`src/shared/tsr_pkg.sv`:
```
// Constants, states and helpers for the tape sense status reporter.
// Assumes one 50 MHz core clock; all timing counts derive from it.
package tsr_pkg;

    localparam int CLK_PERIOD_NS = 20;

    // Read bus timing around each sense byte strobe
    localparam int SETUP_NS = 100;
    localparam int STROBE_NS = 200;
    localparam int GAP_NS = 100;
    localparam logic [3:0] SETUP_CYC = 4'((SETUP_NS + CLK_PERIOD_NS - 1) / CLK_PERIOD_NS);
    localparam logic [3:0] STROBE_CYC = 4'((STROBE_NS + CLK_PERIOD_NS - 1) / CLK_PERIOD_NS);
    localparam logic [3:0] GAP_CYC = 4'((GAP_NS + CLK_PERIOD_NS - 1) / CLK_PERIOD_NS);

    localparam logic [2:0] LAST_BYTE_IDX = 3'h7;
    localparam logic [3:0] SENSE_BYTE_COUNT = 4'h8;

    // Opcode that starts the eight-byte sense transfer
    localparam logic [7:0] SENSE_OPCODE = 8'h04;

    localparam logic [5:0] REJ_NONE = 6'h00;
    localparam logic [5:0] REJ_NOT_READY = 6'h01;
    localparam logic [5:0] REJ_FILE_PROTECT = 6'h05;
    localparam logic [5:0] REJ_BAD_SEQUENCE = 6'h07;
    localparam logic [5:0] REJ_CACHE_EMPTY = 6'h10;

    localparam logic [7:0] RST_BYTE = 8'h00;
    localparam logic [2:0] RST_SYNC = 3'h0;

    typedef enum logic [1:0] {ST_IDLE, ST_SETUP, ST_STROBE, ST_GAP} tsr_state_t;

    // Reject codes that also flag the operation as incomplete
    function automatic logic tsr_incomplete(input logic [5:0] code);
        logic hit;
        hit = 1'b0;
        case (code)
            6'h02, 6'h03, 6'h06, 6'h08, 6'h09, 6'h0c, 6'h0f, 6'h10, 6'h11:
                hit = 1'b1;
            default:
                hit = 1'b0;
        endcase
        return hit;
    endfunction

endpackage

```
`src/tsr_sense.sv`:
```
// Sense status reporter: builds eight sense bytes and strobes them out
// on the read bus. Status inputs come from logic on core_clk; the command
// strobe and opcode come from interface pins and are synchronised here.
//
// Function
// RL1: After a Sense command, send exactly eight status bytes on the read bus.
// RL2: Place each byte on the bus first, then pulse the strobe high and low.
// RL3: The host accepts strobe pulses wider than the normal data pulse.
// RL4: Status bit 0 is the MSB and goes on the lowest-numbered bus line.
// RL5: Each byte carries an odd parity bit on the parity line.
// RL6: Unused status bits are driven as zero.
// RL7: Byte 0 bits 0-2: illegal command, not ready, streaming drive type.
// RL8: Byte 0 bit 3 set while a fault code shows on the panel.
// RL9: Byte 0 bit 4 set for any byte 3 error or byte 4 bits 0-2.
// RL10: A command during transfer-active sets overrun and illegal command.
// RL11: Byte 0 bit 6 is the OR of bits 0, 1, 3, 4 and 5.
// RL12: Byte 0 bit 7 set when byte 6 bits 0-2 show a corrected error.
// RL13: Byte 1 holds the last command bit-reversed.
// RL14: Byte 2 carries the eight tape status flags in order.
// RL15: Hard error line high whenever any byte 3 or 4 error is set.
// RL16: Byte 3 carries the eight read/write hard error flags; the code drives bit 4 as zero.
// RL17: Byte 4 carries BOT, PE write, reject, parity, incomplete, overrun.
// RL18: Byte 5: diagnostic mode, unused bit, six-bit reject code MSB first.
// RL19: Reject codes 01, 05, 07, 10 follow their conditions.
// RL20: Asterisked reject codes also set operation incomplete.
// RL21: Byte 6 carries corrected errors, gap selection and dead track P.
// RL22: Byte 7 flags dead data tracks 0 to 7.
// RL23: Transfer-active drops only after all status bytes are sent.
// RL24: Parity covers all eight data bits so nine bits hold odd ones.
`timescale 1ns/1ps
module tsr_sense (
    input wire logic core_clk,
    input wire logic rst_b,
    input wire logic cmd_go_pin,
    input wire logic [7:0] cmd_code_pin,
    input wire logic illegal_cmd_evt,
    input wire logic not_ready,
    input wire logic streaming_drive,
    input wire logic fault_code_shown,
    input wire logic [0:7] tape_status,
    input wire logic [0:7] rw_errors,
    input wire logic bot_before_backward,
    input wire logic pe_write_track_err,
    input wire logic bus_parity_err,
    input wire logic op_incomplete_in,
    input wire logic overrun_err,
    input wire logic write_type_cmd,
    input wire logic bad_sequence,
    input wire logic cache_read_empty,
    input wire logic [5:0] reject_code_ext,
    input wire logic diag_mode,
    input wire logic [0:2] corrected_err,
    input wire logic [0:2] gap_select,
    input wire logic dead_track_p,
    input wire logic [0:7] dead_tracks,
    output logic read_bus_msb_line,
    output logic [1:7] read_bus_rest_lines,
    output logic read_bus_parity_line,
    output logic read_byte_strobe,
    output logic transfer_active,
    output logic hard_error_line
);

    typedef struct packed {
        tsr_pkg::tsr_state_t st;
        logic [3:0] cnt;
        logic [2:0] idx;
        logic [0:7][0:7] snap;
        logic [0:7] bus;
        logic par;
        logic strobe;
        logic active;
        logic hard;
        logic illegal;
        logic overrun;
        logic [7:0] last_cmd;
        logic [2:0] go_sync;
        logic go_lvl;
        logic [7:0] op_s1;
        logic [7:0] op_s2;
        logic [7:0] op_s3;
    } tsr_regs_t;

    tsr_regs_t q;
    tsr_regs_t d;

    logic go_rise;
    logic ovr_evt;
    logic [5:0] rej;
    logic [0:7] b0;
    logic [0:7] b1;
    logic [0:7] b2;
    logic [0:7] b3;
    logic [0:7] b4;
    logic [0:7] b5;
    logic [0:7] b6;
    logic [0:7] b7;
    logic data_chk;
    logic any_hard;
    logic snap_take;

    // Go is a pin: filtered level moves only when stages 2 and 3 agree
    assign go_rise = (q.go_sync[1] == q.go_sync[2]) && q.go_sync[2] && !q.go_lvl;
    assign ovr_evt = go_rise && q.active; // RL10

    always_comb
    begin
        // Fixed priority among the reject causes
        if (not_ready)
            rej = tsr_pkg::REJ_NOT_READY; // RL19
        else if (write_type_cmd && tape_status[3])
            rej = tsr_pkg::REJ_FILE_PROTECT; // RL19
        else if (bad_sequence)
            rej = tsr_pkg::REJ_BAD_SEQUENCE; // RL19
        else if (cache_read_empty)
            rej = tsr_pkg::REJ_CACHE_EMPTY; // RL19
        else
            rej = reject_code_ext;
    end

    // Bytes use status numbering: index 0 is the MSB
    assign b1 = q.last_cmd; // RL13
    assign b2 = tape_status; // RL14
    assign b3 = {rw_errors[0:3], 1'b0, rw_errors[5:7]}; // RL16 RL6
    assign b4 = {bot_before_backward, 1'b0, pe_write_track_err, 1'b0, // RL17 RL6
                 rej != tsr_pkg::REJ_NONE, bus_parity_err,
                 op_incomplete_in | tsr_pkg::tsr_incomplete(rej), overrun_err}; // RL20
    assign b5 = {diag_mode, 1'b0, rej}; // RL18 RL6
    assign b6 = {corrected_err, gap_select, 1'b0, dead_track_p}; // RL21 RL6
    assign b7 = dead_tracks; // RL22
    assign data_chk = (|b3) | (|b4[0:2]); // RL9
    assign any_hard = (|b3) | (|b4); // RL15

    always_comb
    begin
        b0[0] = q.illegal; // RL7
        b0[1] = not_ready; // RL7
        b0[2] = streaming_drive; // RL7
        b0[3] = fault_code_shown; // RL8
        b0[4] = data_chk; // RL9
        b0[5] = q.overrun; // RL10
        b0[6] = b0[0] | b0[1] | b0[3] | b0[4] | b0[5]; // RL11
        b0[7] = |corrected_err; // RL12
    end

    // Sticky flags clear as a sense takes its snapshot, so an overrun raised
    // during one transfer is still reported by the next one
    assign snap_take = go_rise && !q.active && (q.op_s3 == tsr_pkg::SENSE_OPCODE);

    always_comb
    begin
        d = q;
        d.go_sync = {q.go_sync[1:0], cmd_go_pin};
        d.op_s1 = cmd_code_pin;
        d.op_s2 = q.op_s1;
        d.op_s3 = q.op_s2;
        if (q.go_sync[1] == q.go_sync[2])
            d.go_lvl = q.go_sync[2];
        d.hard = any_hard; // RL15
        // Sticky flags: a new event wins over the snapshot clear
        d.illegal = illegal_cmd_evt | ovr_evt | (q.illegal & ~snap_take); // RL10
        d.overrun = ovr_evt | (q.overrun & ~snap_take); // RL10
        if (go_rise && !q.active && q.op_s3 != tsr_pkg::SENSE_OPCODE)
            d.last_cmd = q.op_s3; // RL13
        unique case (q.st)
            tsr_pkg::ST_IDLE:
            begin
                if (go_rise && !q.active && q.op_s3 == tsr_pkg::SENSE_OPCODE)
                begin
                    // Snapshot keeps the bytes coherent across the transfer
                    d.snap = {b0, b1, b2, b3, b4, b5, b6, b7};
                    d.active = 1'b1;
                    d.idx = 3'h0;
                    d.bus = b0; // RL2
                    d.par = ~^b0; // RL5 RL24
                    d.cnt = tsr_pkg::SETUP_CYC - 4'h1;
                    d.st = tsr_pkg::ST_SETUP;
                end
            end
            tsr_pkg::ST_SETUP:
            begin
                d.cnt = q.cnt - 4'h1;
                if (q.cnt == 4'h0)
                begin
                    d.strobe = 1'b1; // RL2
                    d.cnt = tsr_pkg::STROBE_CYC - 4'h1;
                    d.st = tsr_pkg::ST_STROBE;
                end
            end
            tsr_pkg::ST_STROBE:
            begin
                d.cnt = q.cnt - 4'h1;
                if (q.cnt == 4'h0)
                begin
                    d.strobe = 1'b0; // RL2
                    d.cnt = tsr_pkg::GAP_CYC - 4'h1;
                    d.st = tsr_pkg::ST_GAP;
                end
            end
            tsr_pkg::ST_GAP:
            begin
                d.cnt = q.cnt - 4'h1;
                if (q.cnt == 4'h0)
                begin
                    if (q.idx == tsr_pkg::LAST_BYTE_IDX)
                    begin
                        d.active = 1'b0; // RL23
                        d.bus = tsr_pkg::RST_BYTE;
                        d.par = 1'b0;
                        d.st = tsr_pkg::ST_IDLE;
                    end
                    else
                    begin
                        d.idx = q.idx + 3'h1; // RL1
                        d.bus = q.snap[q.idx + 3'h1]; // RL2
                        d.par = ~^q.snap[q.idx + 3'h1]; // RL5 RL24
                        d.cnt = tsr_pkg::SETUP_CYC - 4'h1;
                        d.st = tsr_pkg::ST_SETUP;
                    end
                end
            end
        endcase
    end

    always_ff @(posedge core_clk or negedge rst_b)
    begin
        if (!rst_b)
            q <= '0;
        else
            q <= d;
    end

    // Bus line 0 carries the MSB of each status byte
    assign read_bus_msb_line = q.bus[0]; // RL4
    assign read_bus_rest_lines = q.bus[1:7]; // RL4
    assign read_bus_parity_line = q.par;
    assign read_byte_strobe = q.strobe;
    assign transfer_active = q.active;
    assign hard_error_line = q.hard;

    // Helper: strobes seen in the current sense transfer
    logic [3:0] sent_q;
    always_ff @(posedge core_clk or negedge rst_b)
    begin
        if (!rst_b)
            sent_q <= 4'h0;
        else if (go_rise && !q.active)
            sent_q <= 4'h0;
        else if (d.strobe && !q.strobe)
            sent_q <= sent_q + 4'h1;
    end
endmodule

```
`config.mk`:
```
export PLATFORM = sky130hd
export DESIGN_NAME = tsr_sense
export DESIGN_NICKNAME = d
export VERILOG_FILES = /design/src/shared/tsr_pkg.sv /design/src/tsr_sense.sv
export SDC_FILE = /design/constraint.sdc
export NUM_CORES = 1
export LEC_CHECK = 0
export BUFFER_PORTS_ARGS = -buffer_cell sky130_fd_sc_hd__buf_2
export CORE_ASPECT_RATIO = 0.7
export CORE_MARGIN = 4
export CORE_UTILIZATION = 50
export DETAILED_ROUTE_END_ITERATION = 6
export HOLD_SLACK_MARGIN = 0.05
export PLACE_DENSITY = 0.72
export SLEW_MARGIN = 10
export SYNTH_ARGS = -nofsm -noshare
export SYNTH_HDL_FRONTEND = slang
export SYNTH_SLANG_ARGS = --single-unit
```
`constraint.sdc`:
```
create_clock -name core_clk -period 2.2 [get_ports core_clk]
set_clock_uncertainty 0.05 [all_clocks]
set_input_delay 0.55 -clock core_clk [delete_from_list [all_inputs] [get_ports core_clk]]
set_output_delay 0.55 -clock core_clk [all_outputs]
set_load 0.05 [all_outputs]
```
==> summary.md, run 1 <==
| Metric | Value |
|---|---|
| Htree depth | `4` |
| Chip width | `~130 microns` |
| Syn_nets | `between 500 and 600` |
| Yosys top cell area share | `a little over half` |
| Routed Antenna Nets | `0` |
| Clock root buffer | `clkbuf_16` |
| Io pins | `73` |
| Final #Nets | `just over 600` |
| Die ar. | `around 13,000 sq um` |
| Area grow syn2layout | `25.7%` |
| Slack of the critical path | `-0.0431 ns` |
| YS warnings | `0` |
| FF-to-FF path depth | `8` |
| Seq cells post-synth | `about 120` |
| Starting Density | `between 50% and 60%` |
| Fin. max-slew vios | `0` |
| Via density | `between 5 and 6` |
| Slew @ Worst Pin | `between 0.6 and 0.7 ns` |
| # rows | `31` |
| FMAX | `about 0.45 GHz` |
| Main synth FF type | `dfrtp_1` |
| Detailed placement HPWL | `9090 microns` |
| CP Data Required Time | `~2.4 ns` |
| Clock latency on the worst-skew pair | `0.42 ns` |
| Total GRT Usage | `between 20% and 30%` |
| Slew HR | `roughly 59%` |
| Top cells by area in the synthesized netlist | `dfrtp_1, mux2_1, mux4_2, xnor2_1, mux2i_1` |
| Fraction of layout cells with a size suffix above 1 | `around 33%` |
| First-pass GRT wire length | `about 20,000 microns` |
| R2R Path End | `read_bus_parity_line$_DFFE_PN0P_` |
| Worst r2r src | `q[115]$_DFFE_PN0P_` |
| Period Utilization, post-route | `102%` |
| Total routed wirelength | `about 12,000 microns` |
| Post-synthesis cell count | `440` |
| Unique masters post-synth | `54` |
| RSZ-0062 raised after global routing | `yes` |
| Cell family with most CP delay | `adder cells` |
| R2r setup slk | `-0.04 ns` |
| Peak VDD IR | `roughly 640 uV` |
| # setup viols final | `1` |
| Power density over the cells | `around 1100 nW/um^2` |
| Startpoint Class | `register` |
| Routed WL per cell | `approximately 18 microns` |
| Total of max-cap violations | `0` |
| Clock tree sinks | `~120` |
| Count leader, synth | `dfrtp_1` |
| Initial antenna violation count | `0` |
| Number of remaining DRC errors | `0` |
| CTS tree | `yes` |
| Iteration-0 DRC Markers | `about 240` |
| Most used cell, CP | `xnor2_2` |
| Hold Fails Final Rpt | `0` |
| Critical Path Slowest Stage Cell | `dfrtp_1` |
| Outcome | `finished, violations left` |
| Pre-CTS setup slack | `-0.0670 ns` |
| Post-synth top area cell | `dfrtp_1` |
| Core Box Area | `about 11,000 sq um` |
| Hold path cells | `1` |
| Cell area after synthesis | `roughly 5500 sq um` |
| Max incr delay on CP | `~0.4 ns` |
| Critical path cell sequence | `ha_2 > ha_4 > mux4_2 > mux2i_4 > xnor2_2 > xnor2_2 > xnor2_1 > o221ai_2` |
| Vias in the first global route | `roughly 4,000` |
| Hold Crit Class | `in2reg` |
| Avg Cell Area, Syn | `12.5 sq um` |
| Crit path time final | `around 2.2 ns` |
| ANT cells | `0` |
| Register area share after synthesis | `53.6%` |
| Overflow after GRT | `0` |
| Bufs and invs on worst path | `0` |
| PortBufs | `approximately 70` |
| Maximum root-to-sink buffer count | `2` |
| Crit end category | `register` |
| TritonRoute pass-1 iters | `5` |
| Largest net degree at the start of global routing | `56` |
| Critical Setup Path Class | `reg2reg` |
| Worst Hold Launch | `cmd_code_pin[2]` |
| Inserted Clock Buffers | `17` |
| Placed Cells incl. Taps | `around 670` |
| Finished Layout Cells | `roughly 700` |
| Failing checks | `negative setup slack` |
| Via Count | `3,824` |
| Data arrival, critical path | `~2.5 ns` |
| Clock slew at reported path FFs | `0.06 ns` |
| Post-synth EDFFs | `0` |
| FFs w/ async S/R, synth | `100%` |
| P_leak | `approximately 3.3 nW` |
| Die Y | `between 90 and 100 microns` |
| CP max FO | `8` |
| Worst Hold Endpoint | `d[10]$_DFF_PN0_` |
| Gp weighted congestion | `between 0.8 and 0.9` |
| Critical path origin | `q[115]$_DFFE_PN0P_` |
| Post-synth top cells | `dfrtp_1, mux2_1, nand2_1` |
## report_power, final
part / switching, mW / internal, mW / total [mW]
Combinational: 1.24 / 1.05 / 2.30
Clock: 1.02 / 1.70 / 2.72
Sequential: 0.216 / 2.42 / 2.63
## layer usage
layer / vias up / track usage, % / part of all wire, %
li1: 1781 / - / -
met1: 1911 / 27.8 / 45
met2: 106 / 33.9 / 49
met3: 26 / 5.17 / 4.4
met4: 0 / 7.28 / 1.8
met5: - / 0 / 0
## kinds of logic after synthesis
group,Yosys count,synth area share (%)
AOI/OAI and AO/OA,70,7.53
xor gates and xnor gates,29,4.74
adders and majority gates,7,1.59
buffers and inverters,35,3.59
DFF,118,53.6
muxes,88,20.7
and+or+nand+nor,93,8.33
## what timing repair did
item / CTS / global route
hold endpoints to repair: 26 / 0
setup buffers: 0 / 2
pin swaps: 5 / 3
hold buffers: 1 / 0
setup endpoints to repair: 1 / 12
gates resized for setup: 2 / 10
## layout make-up
class | instances | area, sq um
Clock buffer | 18 | 439
Clock inverter | 13 | 146
Fill cell | 801 | 3620
Inverter | 8 | 30.0
Multi-Input combinational cell | 287 | 2430
Sequential cell | 118 | 2950
Tap cell | 148 | 185
Timing Repair Buffer | 112 | 746
## flip-flops by register name (all words and copies together), names as in the netlist, 2 cells and up
name and cells:
b1 8, q 78, read_bus_rest_lines 7, d 18, b0 2
## stage by stage
stage | TNS (ns) | total power, mW | hold WS (ns) | utilization [%] | cell area, sq um
global route | -0.171 | 8.05 | 0.171 | 65.7 | 6930
detailed placement | -0.168 | 4.89 | 0.285 | 59.5 | 6280
finish | -0.0431 | 7.66 | 0.186 | 65.7 | 6930
global placement | -0.0247 | 4.81 | 0.282 | 59.5 | 6280
CTS | -0.0372 | 7.65 | 0.175 | 65.2 | 6880
floorplan | -0.0488 | 4.31 | 0.204 | - | 5550
## worst max-delay path by stage
stage	to	slack, ns	depth (start not counted)
after floorplan	read_bus_parity_line$_DFFE_PN0P_	-0.05	9
after global placement	read_bus_parity_line$_DFFE_PN0P_	-0.02	8
after detailed placement	q[75]$_DFFE_PN0P_	-0.07	10
after CTS	read_bus_parity_line$_DFFE_PN0P_	-0.04	8
after global routing	read_bus_parity_line$_DFFE_PN0P_	-0.12	8
final	read_bus_parity_line$_DFFE_PN0P_	-0.04	8
## cells in the final DEF (no fill, tap or decap), types with 3 or more instances in the layout
cell	netlist	routed
clkbuf_16	0	17
nand3_1	10	10
ha_1	7	5
mux4_2	13	13
a21oi_1	25	24
buf_6	2	4
xnor2_2	1	3
mux2i_2	0	3
o21ai_0	8	8
xnor2_1	24	22
nand2_1	34	34
mux2_2	8	8
nand2b_1	5	5
buf_4	12	32
buf_12	0	5
buf_2	5	70
inv_1	8	8
xor2_1	4	4
nor2_1	20	20
mux2_1	46	46
inv_6	0	5
o21ai_1	16	16
mux2i_1	19	16
dfrtp_1	118	118
nor3_1	7	7
Note: power is estimated with default switching activity, not from simulation.
==> run 2, diff against run 1 <==
==> constraint.sdc (replaced) <==
create_clock -name core_clk -period 1.98 [get_ports core_clk]
set_clock_uncertainty 0.05 [all_clocks]
set_input_delay 0.495 -clock core_clk [delete_from_list [all_inputs] [get_ports core_clk]]
set_output_delay 0.495 -clock core_clk [all_outputs]
set_load 0.05 [all_outputs]
==> summary.md, run 2 (synthesis results as in run 1) <==
| Metric | Value |
|---|---|
| Most frequent cells in the layout | `dfrtp_1, buf_2, buf_4` |
| Maximum root-to-sink buffer count | `2` |
| Io pins | `73` |
| CP Data Required Time | `2.21 ns` |
| Fraction of layout cells with a size suffix above 1 | `50.1%` |
| Outcome | `finished, violations left` |
| Failing checks | `negative setup slack` |
| Die Y | `95.9 microns` |
| Clock slew at reported path FFs | `around 0.060 ns` |
| Clock Power Share | `between 30% and 40%` |
| Inserted Clock Buffers | `17` |
| Chip width | `about 130 microns` |
| P_leak | `~3.5 nW` |
| First-pass GRT wire length | `~24,000 microns` |
| Worst hold slack | `0.133 ns` |
| Largest net degree at the start of global routing | `a little over 40` |
| Commonest non-fill, non-tap cell in the layout | `dfrtp_1` |
| Period Utilization, post-route | `116%` |
| CP max FO | `8` |
| Htree depth | `4` |
| PortBufs | `slightly above 70` |
| Via Count | `4,182` |
| Switching Share | `33.5%` |
| Hold Fails Final Rpt | `0` |
| Total GRT Usage | `approximately a quarter` |
| Die ar. | `12,800 sq um` |
| Routed WL per cell | `~21 microns` |
| Crit end category | `register` |
| Crit path time final | `approximately 2.3 ns` |
| Combinational Power Share | `31.5%` |
| Total routed wirelength | `15,400 microns` |
| Slew @ Worst Pin | `0.403 ns` |
| Final Power | `between 8 and 9 mW` |
| Number of flip-flops in the largest register | `78` |
| Via density | `~5.6` |
| Area grow syn2layout | `40.1%` |
| FMAX | `approximately 0.43 GHz` |
| Data arrival, critical path | `2.54 ns` |
| Hold Crit Class | `in2reg` |
| Final #Nets | `between 600 and 700` |
| Int Power | `just under 6 mW` |
| Routed Antenna Nets | `0` |
| Biggest register | `q` |
| Iteration-0 DRC Markers | `about 380` |
| Seq pwr share | `about 34%` |
| Slack of the critical path | `-0.324 ns` |
| ANT cells | `0` |
| Overflow after GRT | `0` |
| Clock latency on the worst-skew pair | `around 0.42 ns` |
| # setup viols final | `55` |
| Fin. max-slew vios | `0` |
| TritonRoute pass-1 iters | `5` |
| Detailed placement HPWL | `between 9000 and 10,000 microns` |
| CTS tree | `yes` |
| Clock root buffer | `clkbuf_16` |
| Finished layout cell area | `7730 sq um` |
| Gp weighted congestion | `roughly 0.89` |
| RSZ-0062 raised after global routing | `yes` |
| P_sw | `between 2 and 3 mW` |
| Startpoint Class | `register` |
| # rows | `31` |
| Initial antenna violation count | `0` |
| Critical Setup Path Class | `reg2reg` |
| Setup TNS | `-5.24 ns` |
| Power density over the cells | `1140 nW/um^2` |
| Number of remaining DRC errors | `0` |
| Peak VDD IR | `711 uV` |
| Clock tree sinks | `118` |
| Total of max-cap violations | `0` |
| Slew HR | `between 70% and 80%` |
| Vias in the first global route | `about 4,400` |
| Core Box Area | `between 10,000 and 15,000 sq um` |
| Starting Density | `about 52%` |
| Cell area after placement | `6440 sq um` |
-- run 2: changes by cell type in the layout (fill, tap and decap cells not counted), moves of 5 or more --
cell	delta
buf_4	+20
buf_6	+6
buf_12	+6
mux2_4	+46
nand2_4	+6
mux2_1	-46
o21ai_2	+6
nand2_1	-15
a21oi_1	-5
nand2_2	+8
a21oi_2	+5
o21ai_1	-5
-- run 2: routing by layer --
metal / track usage, % / wire (microns) / vias up
li1: - / - / 1857
met2: 40.6 / 7300 / 175
met1: 33.6 / 6740 / 2120
met5: 0 / 0 / -
met4: 8.90 / 312 / 0
met3: 6.32 / 995 / 30
-- run 2: worst paths after layout --
check	from	to	slack (ns)	cells after the start
worst min register to register	d[9]$_DFF_PN0_	d[1]$_DFF_PN0_	0.30	0
worst max register to register	q[114]$_DFFE_PN0P_	read_bus_parity_line$_DFFE_PN0P_	-0.32	8
worst min-delay path	cmd_code_pin[7]	d[15]$_DFF_PN0_	0.13	1
worst max-delay path	q[114]$_DFFE_PN0P_	read_bus_parity_line$_DFFE_PN0P_	-0.32	8
min in group asynchronous	rst_b	q[117]$_DFFE_PN0P_	0.48	2
max in group asynchronous	rst_b	d[13]$_DFF_PN0_	0.84	3
-- run 2: layout make-up --
type | count | area (sq um)
clock buffers | 17 | 425
clock inverters | 15 | 164
fillers | 714 | 2820
inverters | 8 | 30.0
multi-input cells | 288 | 2760
flip-flops and latches | 118 | 2950
well taps | 148 | 185
repair buffers | 149 | 1210
-- run 2: repair_timing --
item / 4_1_cts / 5_1_grt
setup buffers: 10 / 10
hold buffers: 1 / 0
pin swaps: 10 / 15
gates cloned: 10 / 0
setup endpoints to repair: 70 / 74
gates resized for setup: 86 / 35
hold endpoints to repair: 21 / 0
-- run 2: power groups by stage --
stage          clock [mW]  combinational, mW  sequential (mW)
2_1_floorplan           0               1.85             2.95
3_3_place_gp            0               2.48             2.94
3_5_place_dp            0               2.54             2.96
4_1_cts              3.09               2.65             2.93
5_1_grt              3.22               2.94             2.97
6_report             3.07               2.77             2.94
-- run 2: stage by stage --
step                      util [%]  cells  setup WS (ns)
after global placement        61.1    688         -0.239
final                         73.2    743         -0.324
after global routing          73.2    743         -0.373
after floorplan                  -    440         -0.222
after CTS                     72.6    740         -0.264
after detailed placement      61.1    688         -0.287
-- run 2: worst max-delay path, stage by stage, from the launching register on --
cell and delay (ns):
dfrtp_1 0.42, ha_2 0.20, ha_4 0.34, mux4_2 0.36, mux2i_4 0.23, xnor2_2 0.16
xnor2_2 0.13, xnor2_1 0.16, o221ai_2 0.12
==> run 3, diff against run 2 <==
--- a/config.mk
+++ b/config.mk
@@ -8,10 +8,10 @@
 export BUFFER_PORTS_ARGS = -buffer_cell sky130_fd_sc_hd__buf_2
 export CORE_ASPECT_RATIO = 0.7
 export CORE_MARGIN = 4
-export CORE_UTILIZATION = 50
+export CORE_UTILIZATION = 52
 export DETAILED_ROUTE_END_ITERATION = 6
 export HOLD_SLACK_MARGIN = 0.05
-export PLACE_DENSITY = 0.72
+export PLACE_DENSITY = 0.75
 export SLEW_MARGIN = 10
 export SYNTH_ARGS = -nofsm -noshare
 export SYNTH_HDL_FRONTEND = slang
==> summary.md, run 3 (synthesis results as in run 1) <==
| Metric | Value |
|---|---|
| Register area | `a little under 3000 sq um` |
| Routed Antenna Nets | `0` |
| Fraction of layout cells with a size suffix above 1 | `roughly 49%` |
| Die ar. | `about 12,000 sq um` |
| CTS tree | `yes` |
| Total of max-cap violations | `0` |
| # setup viols final | `54` |
| Period Utilization, post-route | `116%` |
| Total GRT Usage | `roughly a quarter` |
| Clock root buffer | `clkbuf_16` |
| Biggest register | `q` |
| R2r setup slk | `-0.31 ns` |
| P_leak | `3.50 nW` |
| Die Y | `~94 microns` |
| Total routed wirelength | `about 15,000 microns` |
| Hold path cells | `1` |
| Iteration-0 DRC Markers | `roughly 430` |
| RSZ-0062 raised after global routing | `yes` |
| Number of remaining DRC errors | `0` |
| Slew HR | `71.7%` |
| Fin. max-slew vios | `0` |
| Io pins | `73` |
| Gp weighted congestion | `0.904` |
| Core Box Area | `approximately 10,000 sq um` |
| Clock latency on the worst-skew pair | `around 0.4 ns` |
| CP max FO | `8` |
| # rows | `31` |
| Inserted Clock Buffers | `17` |
| Hold Fails Final Rpt | `0` |
| Crit end category | `register` |
| R2R Path End | `read_bus_parity_line$_DFFE_PN0P_` |
| Most frequent cells in the layout | `dfrtp_1, buf_2, buf_4` |
| Via Count | `around 4,200` |
| Chip width | `around 130 microns` |
| Area grow syn2layout | `38.0%` |
| FMAX | `between 0.4 and 0.5 GHz` |
| Vias in the first global route | `between 4,000 and 5,000` |
| FF-to-FF path depth | `8` |
| Number of flip-flops in the largest register | `between 70 and 80` |
| Power density over the cells | `around 1200 nW/um^2` |
| Fillers | `approximately 650` |
| Outcome | `finished, violations left` |
| TritonRoute pass-1 iters | `5` |
| Slew @ Worst Pin | `around 0.42 ns` |
| Peak VDD IR | `736 uV` |
| Finished Layout Cells | `725` |
| Placed Cells incl. Taps | `approximately 670` |
| Failing checks | `negative setup slack` |
| Data arrival, critical path | `between 2 and 3 ns` |
| Startpoint Class | `register` |
| Worst Hold Launch | `cmd_code_pin[5]` |
| Clock slew at reported path FFs | `0.06 ns` |
| Pre-CTS setup slack | `-0.242 ns` |
| Final #Nets | `648` |
| Detailed placement HPWL | `~9000 microns` |
| Critical Setup Path Class | `reg2reg` |
| Cell area after placement | `6420 sq um` |
| Worst Hold Endpoint | `d[13]$_DFF_PN0_` |
| Clock tree sinks | `~120` |
| Htree depth | `4` |
| Final Power | `between 8 and 9 mW` |
| Via density | `between 5 and 6` |
| Commonest non-fill, non-tap cell in the layout | `dfrtp_1` |
| PortBufs | `71` |
| Maximum root-to-sink buffer count | `2` |
| CP Data Required Time | `between 2 and 2.5 ns` |
| Hold Crit Class | `in2reg` |
| ANT cells | `0` |
| Starting Density | `between 50 and 60%` |
| Slack of the critical path | `-0.315 ns` |
| Initial antenna violation count | `0` |
| First-pass GRT wire length | `22,900 microns` |
| Overflow after GRT | `0` |
| Worst r2r src | `q[114]$_DFFE_PN0P_` |
| Routed WL per cell | `about 20 microns` |
| Largest net degree at the start of global routing | `54` |
| Setup TNS | `-4.47 ns` |
| Multi-input logic area | `2730 sq um` |
| Crit path time final | `roughly 2.3 ns` |
| Finished layout cell area | `~7600 sq um` |
run 3: cell types whose count changed in the layout (fill, tap and decap cells not counted), sizes merged:
cell | previous run | this run
buf | 148 | 146
clkinv | 4 | 6
clkinvlp | 2 | 1
inv | 15 | 14
nor2 | 21 | 20
or3 | 1 | 2
run 3: worst max path at each step:
stage / start / to / slack (ns)
after floorplan: q[114]$_DFFE_PN0P_ / read_bus_parity_line$_DFFE_PN0P_ / -0.22
after global placement: q[114]$_DFFE_PN0P_ / read_bus_parity_line$_DFFE_PN0P_ / -0.19
after detailed placement: q[115]$_DFFE_PN0P_ / read_bus_parity_line$_DFFE_PN0P_ / -0.24
after CTS: q[114]$_DFFE_PN0P_ / read_bus_parity_line$_DFFE_PN0P_ / -0.24
after global routing: q[114]$_DFFE_PN0P_ / read_bus_parity_line$_DFFE_PN0P_ / -0.38
final: q[114]$_DFFE_PN0P_ / read_bus_parity_line$_DFFE_PN0P_ / -0.31
run 3: critical path, cell delays in order (launching register included):
cell	delay, ns
dfrtp_1	0.43
ha_4	0.19
ha_4	0.33
mux4_2	0.37
xnor2_2	0.17
xnor2_1	0.20
mux2i_1	0.12
xnor2_1	0.20
o221ai_2	0.11
run 3: area by class of cell:
| cell class | instances | share of cell area [%] |
|---|---|---|
| flip-flops and latches | 118 | 38.8 |
| clock inverters | 15 | 2.20 |
| repair buffers | 147 | 14.9 |
| well taps | 132 | 2.17 |
| clock buffers | 17 | 5.59 |
| multi-input cells | 288 | 35.9 |
| inverters | 8 | 0.395 |
run 3: stage by stage:
stage | hold slack [ns] | utilization (%)
floorplan | 0.149 | -
global placement | 0.283 | 62.0
detailed placement | 0.285 | 62.0
CTS | 0.120 | 72.6
global route | 0.126 | 73.5
finish | 0.132 | 73.5
run 3: what timing repair did:
action,in CTS,in global routing
endpoints found under the hold margin,15,0
gates resized for setup,71,43
pin swaps,7,11
setup endpoints to repair,67,73
hold buffers,1,0
cloned,6,0
setup buffers,17,6
run 3: metal layers:
metal | share of wire, % | global-route usage, % | up-vias
met5 | 0 | 0 | -
met4 | 1.4 | 5.65 | 0
met3 | 7.1 | 7.27 | 23
met2 | 46 | 36.8 | 156
met1 | 45 | 35.7 | 2123
li1 | - | - | 1867
run 3: where the power goes:
part / internal (mW) / switching [mW] / total [mW]
clock network: 1.88 / 1.20 / 3.08
logic: 1.29 / 1.48 / 2.77
registers: 2.69 / 0.266 / 2.95
total: 5.86 / 2.95 / 8.81
